<file path="config.mk">
export PLATFORM = sky130hd
export DESIGN_NAME = elc_line_ctrl
export DESIGN_NICKNAME = d
export VERILOG_FILES = /design/src/core/elc_pkg.sv /design/src/core/elc_edge_det.sv /design/src/core/elc_line_ctrl.sv /design/src/core/elc_sync2.sv
export SDC_FILE = /design/constraint.sdc
export NUM_CORES = 1
export LEC_CHECK = 0
export ABC_AREA = 1
export BUFFER_PORTS_ARGS = -buffer_cell sky130_fd_sc_hd__clkbuf_2
export CORE_ASPECT_RATIO = 1.5
export CORE_MARGIN = 4
export CORE_UTILIZATION = 54
export CTS_BUF_LIST = sky130_fd_sc_hd__clkbuf_4 sky130_fd_sc_hd__clkbuf_8
export CTS_CLUSTER_DIAMETER = 60
export DETAILED_ROUTE_END_ITERATION = 12
export MAX_ROUTING_LAYER = met4
export PLACE_DENSITY = 0.78
export SLEW_MARGIN = 5
export SYNTH_ARGS = -nofsm -noshare
export SYNTH_HDL_FRONTEND = slang
export SYNTH_HIERARCHICAL = 1
export SYNTH_SLANG_ARGS = --single-unit
export TNS_END_PERCENT = 50
</file>
<file path="constraint.sdc">
create_clock -name clk_sys_i -period 7.24 [get_ports clk_sys_i]
set_input_delay 1.448 -clock clk_sys_i [delete_from_list [all_inputs] [get_ports clk_sys_i]]
set_output_delay 1.448 -clock clk_sys_i [all_outputs]
set_load 0.01 [all_outputs]
</file>
<file path="src/core/elc_pkg.sv">
// Shared constants and carrier types for the external line interrupt/event controller.
// Assumes a single 25 MHz system clock and a classic Wishbone register bus.
package elc_pkg;

    // Line counts and widths
    localparam int ELC_NLINE = 19;          // Lines in use, 0..18
    localparam int ELC_NPIN = 16;           // Pin-driven lines, 0..15
    localparam int ELC_NPORT = 4;           // Pin ports that can feed a line
    localparam int ELC_PSEL_W = 2;          // Port select field width per line
    localparam int ELC_NSTAT = 3;           // Block status event bits

    // Line indices of the internal sources
    localparam int ELC_LINE_SUPPLY = 16;    // Supply monitor output
    localparam int ELC_LINE_ALARM = 17;     // Real-time clock alarm
    localparam int ELC_LINE_USB = 18;       // USB wake-up

    // Register byte offsets
    localparam logic [7:0] ELC_OFF_IMASK = 8'h00;
    localparam logic [7:0] ELC_OFF_EMASK = 8'h04;
    localparam logic [7:0] ELC_OFF_RISE = 8'h08;
    localparam logic [7:0] ELC_OFF_FALL = 8'h0c;
    localparam logic [7:0] ELC_OFF_SWTRIG = 8'h10;
    localparam logic [7:0] ELC_OFF_PEND = 8'h14;
    localparam logic [7:0] ELC_OFF_PSEL = 8'h18;
    localparam logic [7:0] ELC_OFF_STAT = 8'h20;
    localparam logic [7:0] ELC_OFF_STCLR = 8'h24;
    localparam logic [7:0] ELC_OFF_STEN = 8'h28;

    // Values after reset
    localparam logic [18:0] ELC_LINE_RST = 19'h00000;
    localparam logic [31:0] ELC_PSEL_RST = 32'h00000000;
    localparam logic [2:0] ELC_STAT_RST = 3'h0;

    // Status bit positions
    localparam int ELC_ST_PEND = 0;         // A line pending flag was set
    localparam int ELC_ST_EVENT = 1;        // An event pulse went to the core
    localparam int ELC_ST_SEV = 2;          // Send-event-on-pending event raised

    // One bit per line
    typedef logic [ELC_NLINE-1:0] elc_line_t;

    // Classic Wishbone request from the master
    typedef struct packed {
        logic cyc;
        logic stb;
        logic we;
        logic [7:0] adr;
        logic [3:0] sel;
        logic [31:0] dat;
    } elc_wb_req_s;

    // Internal line sources, unsynchronised
    typedef struct packed {
        logic usb_wakeup;
        logic rtc_alarm;
        logic supply_monitor_output;
    } elc_src_s;

endpackage

</file>
<file path="src/core/elc_edge_det.sv">
// Edge detector: compares each line with its previous sample.
// Assumes inputs are already synchronous to clk_sys_i.
`timescale 1ns/10ps
module elc_edge_det #(
    parameter int W = 1
) (
    input wire logic clk_sys_i,
    input wire logic sys_rst_i,
    input wire logic [W-1:0] level_i,
    output logic [W-1:0] rise_o,
    output logic [W-1:0] fall_o
);

    logic primed_q;    // Set once a first sample is held
    genvar b;

    ////////////////////////////////////////////////////////////////////////////
    // Primed flag: no edge is reported against the reset value of the sample,
    // so a line that is high after reset does not fake a rising edge
    always_ff @(posedge clk_sys_i or posedge sys_rst_i)
    begin
        if (sys_rst_i)
            primed_q <= 1'b0;
        else
            primed_q <= 1'b1;
    end

    ////////////////////////////////////////////////////////////////////////////
    // Per-line previous sample and edge terms
    generate
        for (b = 0; b < W; b++)
        begin : g_line
            logic prev_q;  // Last cycle's level
            always_ff @(posedge clk_sys_i or posedge sys_rst_i)
            begin
                if (sys_rst_i)
                    prev_q <= 1'b0;
                else
                    prev_q <= level_i[b];
            end
            assign rise_o[b] = primed_q & level_i[b] & ~prev_q;
            assign fall_o[b] = primed_q & ~level_i[b] & prev_q;
        end
    endgenerate

endmodule

</file>
<file path="src/core/elc_line_ctrl.sv">
// External line interrupt and event controller, top level.
// Assumes a classic Wishbone master on clk_sys_i, pins and internal sources
// asynchronous, and core-side status inputs synchronous to clk_sys_i.
//
// Summary of operation
// (RULE1) Interrupt mask bit 0 blocks line request.
// (RULE2) Event mask bit 0 suppresses line event pulse.
// (RULE3) Both mask registers reset to zero.
// (RULE4) Lines 0-15 follow same-index pin, selected port.
// (RULE5) Lines 16-18: supply monitor, alarm, USB wake.
// (RULE6) Wake on interrupt or event per wait kind.
// (RULE7) Event wake raises no interrupt request.
// (RULE8) Event-mode line leaves its pending flag clear.
// (RULE9) Send-event-on-pending turns masked pending into event.
// (RULE10) Software clears both pending flags after such wake.
// (RULE11) Independent edge enables; edges ignored during edge enable writes.
// (RULE12) Edge sets pending; write-one or polarity change clears.
// (RULE13) Synchronise, then compare with previous sample.
`timescale 1ns/10ps
module elc_line_ctrl (
    input wire logic clk_sys_i,
    input wire logic sys_rst_i,
    input wire elc_pkg::elc_wb_req_s wb_req_i,
    output logic [31:0] wb_dat_o,
    output logic wb_ack_o,
    input wire logic [elc_pkg::ELC_NPORT-1:0][elc_pkg::ELC_NPIN-1:0] gpio_port_i,
    input wire elc_pkg::elc_src_s src_i,
    input wire logic send_event_on_pending_i,
    input wire logic periph_pend_masked_i,
    input wire logic core_wait_for_interrupt_i,
    input wire logic core_wait_for_event_i,
    output logic [elc_pkg::ELC_NLINE-1:0] line_irq_o,
    output logic [elc_pkg::ELC_NLINE-1:0] line_event_o,
    output logic core_event_o,
    output logic core_wake_o,
    output logic irq_o
);
    import elc_pkg::*;

    ////////////////////////////////////////////////////////////////////////////
    // Registers
    elc_line_t imask_q;            // line_interrupt_mask
    elc_line_t emask_q;            // line_event_mask
    elc_line_t rise_en_q;          // rising_edge_enable
    elc_line_t fall_en_q;          // falling_edge_enable
    elc_line_t swtrig_q;           // software_trigger
    elc_line_t pend_q;             // line_pending_flags
    logic [31:0] psel_q;           // Port select, two bits per pin line
    logic [ELC_NSTAT-1:0] stat_q;  // Sticky block status
    logic [ELC_NSTAT-1:0] sten_q;  // Status interrupt enable
    logic ack_q;                   // Bus acknowledge
    logic [31:0] rdat_q;           // Read data held with ack
    elc_line_t line_irq_q;         // Requests toward the core controller
    elc_line_t line_event_q;       // Per-line event pulses
    logic core_event_q;            // Wake-from-event pulse
    logic core_wake_q;             // Wake level to the core
    logic irq_q;                   // Block interrupt
    logic ppm_prev_q;              // Last periph pending-masked level

    // Bus decode
    logic acc;                     // Request active
    logic wr;                      // Write takes effect this edge
    logic [31:0] wmask;            // Byte lanes as bit mask
    logic [31:0] wval;             // Masked write data
    logic wr_imask, wr_emask, wr_rise, wr_fall, wr_sw, wr_pend;
    logic wr_psel, wr_stclr, wr_sten;
    logic [31:0] rmux;             // Read data before the flop

    // Line path
    logic [ELC_NPORT*ELC_NPIN-1:0] pins_s;   // Synchronised pins
    logic [2:0] src_s;                        // Synchronised internal sources
    elc_line_t line_lvl;           // Selected line levels
    elc_line_t rise, fall;         // Edges this cycle
    elc_line_t rise_new, fall_new; // Edge enables after a write
    elc_line_t pol_chg;            // Lines whose polarity changes
    logic edge_block;              // Edge enable write in progress
    elc_line_t trig;               // Hardware triggers
    elc_line_t sw_set;             // Software triggers, 0 to 1 only
    elc_line_t line_hit;           // Any trigger on a line
    elc_line_t pend_set, pend_clr;
    logic sev_hit;                 // Masked peripheral went pending

    ////////////////////////////////////////////////////////////////////////////
    // Bus decode; a write acts on the edge that also sees ack high
    assign acc = wb_req_i.cyc & wb_req_i.stb;
    assign wr = acc & wb_req_i.we & ack_q;
    assign wmask = {{8{wb_req_i.sel[3]}}, {8{wb_req_i.sel[2]}},
                    {8{wb_req_i.sel[1]}}, {8{wb_req_i.sel[0]}}};
    assign wval = wb_req_i.dat & wmask;
    assign wr_imask = wr & (wb_req_i.adr == ELC_OFF_IMASK);
    assign wr_emask = wr & (wb_req_i.adr == ELC_OFF_EMASK);
    assign wr_rise = wr & (wb_req_i.adr == ELC_OFF_RISE);
    assign wr_fall = wr & (wb_req_i.adr == ELC_OFF_FALL);
    assign wr_sw = wr & (wb_req_i.adr == ELC_OFF_SWTRIG);
    assign wr_pend = wr & (wb_req_i.adr == ELC_OFF_PEND);
    assign wr_psel = wr & (wb_req_i.adr == ELC_OFF_PSEL);
    assign wr_stclr = wr & (wb_req_i.adr == ELC_OFF_STCLR);
    assign wr_sten = wr & (wb_req_i.adr == ELC_OFF_STEN);

    ////////////////////////////////////////////////////////////////////////////
    // Input synchronisers and edge detection
    elc_sync2 #(
        .W(ELC_NPORT*ELC_NPIN + 3)
    ) u_sync (
        .clk_sys_i(clk_sys_i),
        .sys_rst_i(sys_rst_i),
        .async_i({src_i, gpio_port_i}),
        .sync_o({src_s, pins_s})
    ); // [RULE13]

    // Pin lines pick the same-index pin of their selected port
    genvar li;
    generate
        for (li = 0; li < ELC_NPIN; li++)
        begin : g_pinline
            logic [ELC_PSEL_W-1:0] sel;
            assign sel = psel_q[li*ELC_PSEL_W +: ELC_PSEL_W];
            assign line_lvl[li] = pins_s[32'(sel)*ELC_NPIN + li]; // [RULE4]
        end
    endgenerate

    // Internal sources on the upper lines; lines 19..31 do not exist
    assign line_lvl[ELC_LINE_SUPPLY] = src_s[0]; // [RULE5]
    assign line_lvl[ELC_LINE_ALARM] = src_s[1]; // [RULE5]
    assign line_lvl[ELC_LINE_USB] = src_s[2]; // [RULE5]

    elc_edge_det #(
        .W(ELC_NLINE)
    ) u_edge (
        .clk_sys_i(clk_sys_i),
        .sys_rst_i(sys_rst_i),
        .level_i(line_lvl),
        .rise_o(rise),
        .fall_o(fall)
    ); // [RULE13]

    ////////////////////////////////////////////////////////////////////////////
    // Trigger logic
    // Edge enables after a pending write, and which lines change polarity
    assign rise_new = wr_rise ? ((rise_en_q & ~wmask[18:0]) | wval[18:0]) : rise_en_q;
    assign fall_new = wr_fall ? ((fall_en_q & ~wmask[18:0]) | wval[18:0]) : fall_en_q;
    assign pol_chg = (rise_new ^ rise_en_q) | (fall_new ^ fall_en_q); // [RULE12]
    // Edges that meet a write to either enable register are dropped;
    // coarse per register, which keeps the path short
    assign edge_block = wr_rise | wr_fall; // [RULE11]
    // Both enables may be on together
    assign trig = ((rise & rise_en_q) | (fall & fall_en_q))
                  & ~{ELC_NLINE{edge_block}}; // [RULE11]
    // Software trigger only acts where the bit goes from 0 to 1
    assign sw_set = wr_sw ? (wval[18:0] & ~swtrig_q) : ELC_LINE_RST;
    assign line_hit = trig | sw_set;
    // Only interrupt-mode lines pend; event-only lines leave no flag
    assign pend_set = line_hit & imask_q; // [RULE8]
    assign pend_clr = (wr_pend ? wval[18:0] : ELC_LINE_RST) | pol_chg; // [RULE12]
    assign sev_hit = send_event_on_pending_i & periph_pend_masked_i & ~ppm_prev_q;

    ////////////////////////////////////////////////////////////////////////////
    // Mask registers
    always_ff @(posedge clk_sys_i or posedge sys_rst_i)
    begin
        if (sys_rst_i)
        begin
            imask_q <= ELC_LINE_RST; // [RULE3]
            emask_q <= ELC_LINE_RST; // [RULE3]
        end
        else
        begin
            if (wr_imask)
                imask_q <= (imask_q & ~wmask[18:0]) | wval[18:0];
            if (wr_emask)
                emask_q <= (emask_q & ~wmask[18:0]) | wval[18:0];
        end
    end

    ////////////////////////////////////////////////////////////////////////////
    // Edge enables and port select
    always_ff @(posedge clk_sys_i or posedge sys_rst_i)
    begin
        if (sys_rst_i)
        begin
            rise_en_q <= ELC_LINE_RST;
            fall_en_q <= ELC_LINE_RST;
            psel_q <= ELC_PSEL_RST;
        end
        else
        begin
            rise_en_q <= rise_new; // [RULE11]
            fall_en_q <= fall_new; // [RULE11]
            if (wr_psel)
                psel_q <= (psel_q & ~wmask) | wval;
        end
    end

    ////////////////////////////////////////////////////////////////////////////
    // Software trigger and pending flags; a set in the clear cycle wins
    always_ff @(posedge clk_sys_i or posedge sys_rst_i)
    begin
        if (sys_rst_i)
        begin
            swtrig_q <= ELC_LINE_RST;
            pend_q <= ELC_LINE_RST;
        end
        else
        begin
            swtrig_q <= (swtrig_q & ~pend_clr) | sw_set;
            pend_q <= (pend_q & ~pend_clr) | pend_set; // [RULE12]
        end
    end

    ////////////////////////////////////////////////////////////////////////////
    // Outputs toward the core
    always_ff @(posedge clk_sys_i or posedge sys_rst_i)
    begin
        if (sys_rst_i)
        begin
            line_irq_q <= ELC_LINE_RST;
            line_event_q <= ELC_LINE_RST;
            core_event_q <= 1'b0;
            core_wake_q <= 1'b0;
            ppm_prev_q <= 1'b0;
        end
        else
        begin
            // Pending flags reach the core only through open masks
            line_irq_q <= pend_q & imask_q; // [RULE1]
            // Event pulses carry no pending flag, hence no handler runs
            line_event_q <= line_hit & emask_q; // [RULE2] [RULE7]
            // A masked peripheral going pending is an event when enabled
            core_event_q <= (|(line_hit & emask_q)) | sev_hit; // [RULE9]
            // Wait-for-interrupt wakes on any request; wait-for-event on events
            core_wake_q <= (core_wait_for_interrupt_i & (|line_irq_q))
                         | (core_wait_for_event_i & core_event_q); // [RULE6]
            ppm_prev_q <= periph_pend_masked_i;
        end
    end

    ////////////////////////////////////////////////////////////////////////////
    // Block status, clear and enable; set wins over clear
    always_ff @(posedge clk_sys_i or posedge sys_rst_i)
    begin
        if (sys_rst_i)
        begin
            stat_q <= ELC_STAT_RST;
            sten_q <= ELC_STAT_RST;
            irq_q <= 1'b0;
        end
        else
        begin
            stat_q[ELC_ST_PEND] <= (stat_q[ELC_ST_PEND] & ~(wr_stclr & wval[ELC_ST_PEND]))
                                 | (|pend_set);
            stat_q[ELC_ST_EVENT] <= (stat_q[ELC_ST_EVENT]
                                  & ~(wr_stclr & wval[ELC_ST_EVENT]))
                                  | (|(line_hit & emask_q));
            stat_q[ELC_ST_SEV] <= (stat_q[ELC_ST_SEV] & ~(wr_stclr & wval[ELC_ST_SEV]))
                                | sev_hit;
            if (wr_sten)
                sten_q <= (sten_q & ~wmask[2:0]) | wval[2:0];
            irq_q <= |(stat_q & sten_q);
        end
    end

    ////////////////////////////////////////////////////////////////////////////
    // Read mux; unmapped and write-only offsets read as zero
    always_comb
    begin
        rmux = 32'h00000000;
        unique case (wb_req_i.adr)
            ELC_OFF_IMASK: rmux = {13'h0000, imask_q};
            ELC_OFF_EMASK: rmux = {13'h0000, emask_q};
            ELC_OFF_RISE: rmux = {13'h0000, rise_en_q};
            ELC_OFF_FALL: rmux = {13'h0000, fall_en_q};
            ELC_OFF_SWTRIG: rmux = {13'h0000, swtrig_q};
            ELC_OFF_PEND: rmux = {13'h0000, pend_q};
            ELC_OFF_PSEL: rmux = psel_q;
            ELC_OFF_STAT: rmux = {29'h00000000, stat_q};
            ELC_OFF_STEN: rmux = {29'h00000000, sten_q};
            default: rmux = 32'h00000000;
        endcase
    end

    ////////////////////////////////////////////////////////////////////////////
    // Acknowledge one cycle after the request, drop it the next cycle
    always_ff @(posedge clk_sys_i or posedge sys_rst_i)
    begin
        if (sys_rst_i)
        begin
            ack_q <= 1'b0;
            rdat_q <= 32'h00000000;
        end
        else
        begin
            ack_q <= acc & ~ack_q;
            if (acc & ~ack_q)
                rdat_q <= rmux;
        end
    end

    assign wb_dat_o = rdat_q;
    assign wb_ack_o = ack_q;
    assign line_irq_o = line_irq_q;
    assign line_event_o = line_event_q;
    assign core_event_o = core_event_q;
    assign core_wake_o = core_wake_q;
    assign irq_o = irq_q;
endmodule

</file>
<file path="src/core/elc_sync2.sv">
// Two-flop synchroniser for a vector of asynchronous levels.
// Assumes each bit is an independent level; no word coherence is given.
`timescale 1ns/10ps
module elc_sync2 #(
    parameter int W = 1
) (
    input wire logic clk_sys_i,
    input wire logic sys_rst_i,
    input wire logic [W-1:0] async_i,
    output logic [W-1:0] sync_o
);

    ////////////////////////////////////////////////////////////////////////////
    // Per-bit two-flop chain; first stage is read only by the second
    genvar b;
    generate
        for (b = 0; b < W; b++)
        begin : g_bit
            logic meta_q;      // First stage, may go metastable
            logic stab_q;      // Second stage, safe to use
            always_ff @(posedge clk_sys_i or posedge sys_rst_i)
            begin
                if (sys_rst_i)
                begin
                    meta_q <= 1'b0;
                    stab_q <= 1'b0;
                end
                else
                begin
                    meta_q <= async_i[b];
                    stab_q <= meta_q;
                end
            end
            assign sync_o[b] = stab_q;
        end
    endgenerate

endmodule

</file>
==> reports/metrics.yaml, run 1 <==
gp_congestion: 0.960
core-area_sq_um: 28800
htree_levels: 2
finalSetupViolCount: 0
synth_top_area_frac: 0.602
ys_warn_count: 6
path_clk_slew_ps: 70
r2r_slack_ps: 4480
track_usage: 0.295
power.density_nw_per_um2: 227
fin_util: 0.615
dpl.hpwl_mm: 31.8
grt_max_degree: 161
crit_arrival_ps: 3810
hold_path_end: "u_sync/g_bit[20].stab_q"
cts_buffer_depth: 3
cts.sinks: 381
dr_total_vias: 12782
ant_nets: 0
synth_area_per_cell_sq_um: 9.17
finalCritPeriodShare: 0.459
num_io_pins: 194
cts_setup_buffers: 0
synth-seq-area-share: 0.602
hold_violations: 0
cts_resized: 0
slowest_delay_ps: 650
p_total_mw: 4.03
io_buffers: 193
row_count: 76
dp_slack_ps: 3390
die_h_microns: 218
synthFlopType: "dfrtp_1"
grt_setup_unrepaired: "false"
ys_top_cells_by_area: "dfrtp_1, nand2_1, inv_1"
cts_tree: "yes"
vdd_drop_max_mv: 0.173
slew_viol_final: 0
cp-start-kind: "input pin"
cp.required_ps: 7720
fin_skew_ps: 34.2
via_per_inst: 5.55
first_iter_violations: 1028
nets: 1997
yosysTopAreaCell: "dfrtp_1"
crit_chain: "clkbuf_2 -> nand2_1 -> nor2_2 -> buf_4 -> nand3_2 -> buf_4 -> clkinv_1 -> nand2_1 -> o21ai_0 -> o21ai_1 -> inv_1 -> nand3_1 -> nand2_1"
wl_mm: 45.9
timing.final.ws_setup_ps: 3920
synthTopCellsByCount: "nand2_1, dfrtp_1, inv_1"
cp.depth: 13
ys_ff_latch: 381
cts_root_buffer: "clkbuf_8"
grt_pass1_vias: 13032
die_x_microns: 148
synth.distinct_cells: 37
clock.fmax_ghz: 0.301
slew_headroom: 0.333
cap_violations: 0
finalSetupTns_ps: 0
syn_area_sq_um: 15800
reg2reg_to: "pend_q[12]"
worst-path-buf-inv: 5
syn_nets: 1848
wire_per_inst_microns: 19.9
r2r-start: "wb_ack_o"
drive_above_1_share: 0.170
cp_slowest_cell: "clkinv_1"
final.hold.worst_slack_ps: 347
end_kind: "flip-flop"
syn_inst: 1728
critPathKind: "in -> reg"
first_pass_iters: 6
dieArea_sq_um: 32200
async_flop_share: 1.00
synth_most_common_cell: "nand2_1"
initial_core_util: 0.550
worstRegToRegCells: 12
min_path_cells: 0
antenna_found_initial: 2
leakagePower_nw: 9.42
crit_fanout: 30
area_growth_pct: 11.9
cts_buffers: 53
outcome: "finished clean"
period_minus_slack_ps: 3320
holdCritStartpoint: "u_sync/g_bit[20].meta_q"
cp_common_cell: "nand2_1"
synth_edf_count: 0
clk_latency_ps: 610
crit_family: "buffers and inverters"
overflow: 0
tightest_slew_ps: 1000
drc: 0
hold_path_class: "reg -> reg"
grt_pass1_wl_mm: 70.6
cts_hold_buf: 0
==> where the power goes <==
group	total [mW]	switching, mW	internal [mW]
sequential	2.20	0.0234	2.18
clock	1.67	0.785	0.888
combinational	0.158	0.115	0.0428
==> cell families after synthesis <==
family	Yosys count	synth area share
buf+inv	323	0.0978
other cells	1	0.000237
compound gates	310	0.113
simple gates	711	0.186
flops	381	0.602
mux	2	0.00126
==> layer usage <==
layer  global-route usage  share of wire
met1                0.324           0.36
met2                0.492           0.50
met3               0.0501          0.067
met4                0.195          0.071
met5                    -              0
==> how the worst max path moves through the flow <==
stage	startpoint	to	slack (ps)
3_5_place_dp	wb_req_i[46]	pend_q[12]	3390
5_1_grt	wb_req_i[46]	pend_q[12]	3740
6_report	wb_req_i[46]	pend_q[12]	3920
4_1_cts	wb_req_i[46]	pend_q[12]	4040
3_3_place_gp	wb_req_i[46]	pend_q[11]	3510
2_1_floorplan	sys_rst_i	u_sync/g_bit[0].meta_q	2210
==> layout by cell type (no fill, tap or decap), drive strengths merged, types with 17 or more instances in the layout <==
| cell | count |
|---|---|
| a22o | 18 |
| o22ai | 53 |
| inv | 207 |
| o21ai | 172 |
| dfrtp | 381 |
| nor2 | 145 |
| nand4 | 17 |
| clkbuf | 272 |
| a21oi | 26 |
| nand2 | 439 |
| nand3 | 94 |
==> per-stage QoR <==
step                cells  area, sq um
global route         2303        17700
global placement     2212        16700
detailed placement   2212        16700
floorplan            1728        15800
finish               2303        17700
CTS                  2301        17700
==> area by class of cell <==
type                    instances  area [sq um]
inverters                     213           810
multi-input cells            1024          4760
fillers                      2478         11100
repair buffers                204          1060
flip-flops and latches        381          9540
clock inverters                10          55.1
clock buffers                  79          1010
well taps                     390           488
diodes                          2          5.00
Power figures use the tool's default switching activity.
==> inputs of run 2 (changes only) <==
CORE_UTILIZATION = 60   (was 54)
PLACE_DENSITY = 0.82   (was 0.78)
clock period = 3.22 ns   (was 7.24 ns; I/O delays follow)
==> reports/metrics.yaml, run 2 (synthesis gave the netlist of run 1 again) <==
grt_setup_unrepaired: "false"
first_pass_iters: 8
fin_area_sq_um: 18100
slew_headroom: 0.290
grt_pass1_vias: 13373
antenna_found_initial: 2
tightest_slew_ps: 1060
end_kind: "flip-flop"
row_count: 72
wire_per_inst_microns: 20.2
period_minus_slack_ps: 2390
timing.final.ws_setup_ps: 833
cts_buffer_depth: 3
drive_above_1_share: 0.184
fin_skew_ps: 31.8
cap_violations: 0
switchingPower_mw: 2.15
cp_slowest_cell: "dfrtp_1"
swShare: 0.222
cts_hold_buf: 0
power_frac_comb: 0.038
htree_levels: 2
path_clk_slew_ps: 60
wl_mm: 46.1
final_common_cell: "nand2_1"
final.hold.worst_slack_ps: 131
dieArea_sq_um: 29100
grt_max_degree: 84
ant_nets: 0
cts_tree: "yes"
clock.fmax_ghz: 0.419
die_h_microns: 207
cts_setup_buffers: 0
initial_core_util: 0.610
area_growth_pct: 14.2
dpl.hpwl_mm: 32.3
cell_internal_pwr_mw: 7.50
clock_power_share: 0.449
hold_violations: 0
crit_fanout: 4
critPathKind: "reg -> reg"
power.density_nw_per_um2: 533
leakagePower_nw: 9.67
min_path_cells: 1
dr_total_vias: 13062
dp_slack_ps: 611
cts.sinks: 381
clk_latency_ps: 620
hold_path_class: "in -> reg"
mostFrequentLayoutCells: "nand2_1, dfrtp_1, inv_1"
crit_arrival_ps: 2860
outcome: "finished clean"
first_iter_violations: 1182
finalCritPeriodShare: 0.741
holdCritStartpoint: "src_i[2]"
cts_root_buffer: "clkbuf_8"
slowest_delay_ps: 430
gp_congestion: 1.00
num_io_pins: 194
finalSetupTns_ps: 0
crit_chain: "inv_1 -> o21ai_0 -> o22ai_1 -> nor2_1 -> a22o_1 -> nand3_1 -> nand2_1 -> nand2_1 -> nand2_1 -> nor2_1 -> nand2_1 -> nor2_1 -> nand3_1"
place_area_sq_um: 16800
seqPwrFrac: 0.513
die_x_microns: 141
cts_resized: 0
track_usage: 0.331
nets: 2022
cp-start-kind: "flip-flop"
finalSetupViolCount: 0
slew_viol_final: 0
cp.required_ps: 3700
drc: 0
via_per_inst: 5.73
vdd_drop_max_mv: 0.608
grt_pass1_wl_mm: 71.4
worstRegToRegCells: 13
cts_buffers: 54
io_buffers: 193
reg2reg_to: "core_event_o"
r2r_slack_ps: 830
core-area_sq_um: 25900
overflow: 0
hold_path_end: "u_sync/g_bit[66].meta_q"
cp_common_cell: "nand2_1"
## run 2: stage by stage
step	std cells	total power, mW	util
after CTS	2278	9.71	0.697
after global placement	2179	5.39	0.648
after floorplan	1728	5.26	-
after global routing	2280	9.98	0.697
after detailed placement	2179	5.41	0.648
final	2280	9.65	0.697
## run 2: layout make-up
type	instances	area, sq um
Timing Repair Buffer	228	1290
Tap cell	333	417
Clock buffer	84	1100
Inverter	213	808
Multi-Input combinational cell	1024	4750
Antenna cell	2	5.00
Fill cell	2009	7860
Clock inverter	15	179
Sequential cell	381	9540
## run 2: worst max path at each step
| stage | end | cells after the start | from |
|---|---|---|---|
| 2_1_floorplan | asynchronous set/reset pin | 1 | sys_rst_i |
| 3_3_place_gp | core_event_o | 13 | wb_req_i[46] |
| 3_5_place_dp | core_event_o | 13 | wb_req_i[46] |
| 4_1_cts | core_event_o | 13 | flip-flop |
| 5_1_grt | core_event_o | 13 | flip-flop |
| 6_report | core_event_o | 13 | flip-flop |
## run 2: layer usage
metal | GRT usage | up-vias | share of wire
met3 | 0.0588 | 229 | 0.083
li1 | - | 5895 | -
met1 | 0.374 | 6181 | 0.35
met2 | 0.549 | 757 | 0.49
met5 | - | - | 0
met4 | 0.205 | 0 | 0.070
## run 2: worst max-delay path: cells and delay by family (launching register included)
family	cells	cell delay (ps)
AND/OR/NAND/NOR	9	980
AO/OA/AOI/OAI	3	630
flip-flops	1	430
buffers and inverters	1	220
## run 2: power by group through the flow
stage | Combinational [mW] | Clock, mW | Sequential, mW
floorplan | 0.245 | 0 | 5.01
global placement | 0.363 | 0 | 5.03
detailed placement | 0.371 | 0 | 5.04
CTS | 0.373 | 4.39 | 4.95
global route | 0.412 | 4.61 | 4.96
finish | 0.370 | 4.33 | 4.95
==> inputs of run 3 (changes only) <==
CORE_UTILIZATION = 54   (was 60)
PLACE_DENSITY = 0.78   (was 0.82)
clock period = 1.95 ns   (was 3.22 ns; I/O delays follow)
==> reports/metrics.yaml, run 3 (synthesis gave the netlist of run 1 again) <==
nets: 2273
clock.fmax_ghz: 0.492
timing.final.ws_setup_ps: -83.3
row_count: 76
ant_nets: 0
power.density_nw_per_um2: 771
dieArea_sq_um: 32200
overflow: 0
mostFrequentLayoutCells: "nand2_1, dfrtp_1, inv_1"
cts_buffers: 54
top_usage_layer: "met2"
grtUsageMet2: 0.562
leakagePower_nw: 10.9
final_common_cell: "nand2_1"
antenna_found_initial: 1
io_buffers: 193
cts_tree: "yes"
violations: "negative setup slack"
htree_levels: 2
die_x_microns: 148
cap_violations: 0
wire_per_inst_microns: 19.7
clk_latency_ps: 630
p_total_mw: 15.9
holdCritStartpoint: "wb_req_i[26]"
initial_core_util: 0.550
first_iter_violations: 1198
num_io_pins: 194
hold_path_class: "in -> reg"
fin_util: 0.715
cts_root_buffer: "clkbuf_8"
finalSetupViolCount: 3
cts_buffer_depth: 3
reg2reg_to: "core_event_o"
dpl.hpwl_mm: 36.0
path_clk_slew_ps: 70
core-area_sq_um: 28800
finalSetupTns_ps: -233
hold_violations: 0
grt_use_met3: 0.0528
cts.sinks: 381
period_minus_slack_ps: 2030
critPathKind: "reg -> reg"
grt_setup_unrepaired: "true"
grt_pass1_wl_mm: 79.5
crit_fanout: 3
finalCritPeriodShare: 1.04
drive_above_1_share: 0.260
outcome: "finished, violations left"
min_path_cells: 3
first_pass_iters: 6
via_per_inst: 5.46
dr_total_vias: 14125
drc: 0
cp.required_ps: 2440
cp-start-kind: "flip-flop"
grt_pass1_vias: 14911
area_growth_pct: 30.2
crit_arrival_ps: 2520
slew_viol_final: 0
worstRegToRegCells: 13
die_h_microns: 218
grt_max_degree: 67
wl_mm: 51.1
r2r_slack_ps: -80
final.hold.worst_slack_ps: 25.2
fin_skew_ps: 24.5
end_kind: "flip-flop"
vdd_drop_max_mv: 0.662
gp_congestion: 1.06
track_usage: 0.331
use_met1: 0.349
==> run 3: cell count changes in the layout (fill, tap and decap cells not counted), sizes merged <==
cell / before / now
buf: 35 / 212
dlygate4sd3: 0 / 74
clkinv: 15 / 19
bufinv: 4 / 2
clkbuf: 277 / 275
clkinvlp: 2 / 3
diode: 2 / 1
==> run 3: per-layer routing <==
layer / up-vias / share of wire
met5: - / 0
met2: 694 / 0.51
li1: 6397 / -
met1: 6775 / 0.34
met3: 259 / 0.067
met4: 0 / 0.087
==> run 3: power breakdown <==
group          internal (mW)  switching, mW  total [mW]
Combinational          0.337          0.504       0.841
Clock                   3.80           3.09        6.89
Sequential              8.08         0.0757        8.16
==> run 3: worst max-delay path by stage <==
stage                  from                    endpoint  slack, ps
2_1_floorplan     sys_rst_i  asynchronous set/reset pin      -1410
3_3_place_gp   wb_req_i[46]                   stat_q[0]       -310
3_5_place_dp   wb_req_i[46]                core_event_o       -360
4_1_cts           flip-flop                core_event_o        -90
5_1_grt           flip-flop                core_event_o       -210
6_report          flip-flop                core_event_o        -80
==> run 3: worst max-delay path, cell delays in order (launching register included) <==
cell	delay, ps
dfrtp_1	400
inv_1	100
o21ai_0	80
o22ai_1	290
nor2_1	120
a22o_1	250
nand3_1	80
nand2_1	80
nand2_1	80
nand2_1	50
inv_1	50
nand2_1	50
nor2_2	160
nand3_1	100
==> run 3: cell type report <==
class,instances,area (sq um)
multi-input cells,1024,4940
well taps,390,488
clock buffers,82,1070
repair buffers,479,3620
clock inverters,18,149
inverters,213,808
fillers,2121,8200
flip-flops and latches,381,9540
diodes,1,2.50
==> run 3: repair_timing <==
action / in CTS / in global routing
setup endpoints to repair: 14 / 36
buffers inserted: 2 / 3
hold buffers: 74 / 0
resized for setup: 28 / 39
pin swaps: 22 / 16
endpoints found under the hold margin: 109 / 0
==> run 3: stage by stage <==
step                      setup slack, ps  cells  instance area (sq um)
final                               -83.3   2588                  20600
after global routing                 -205   2588                  20600
after CTS                           -91.4   2584                  20400
after detailed placement             -361   2409                  18400
after global placement               -308   2409                  18400
after floorplan                     -1410   1728                  15800
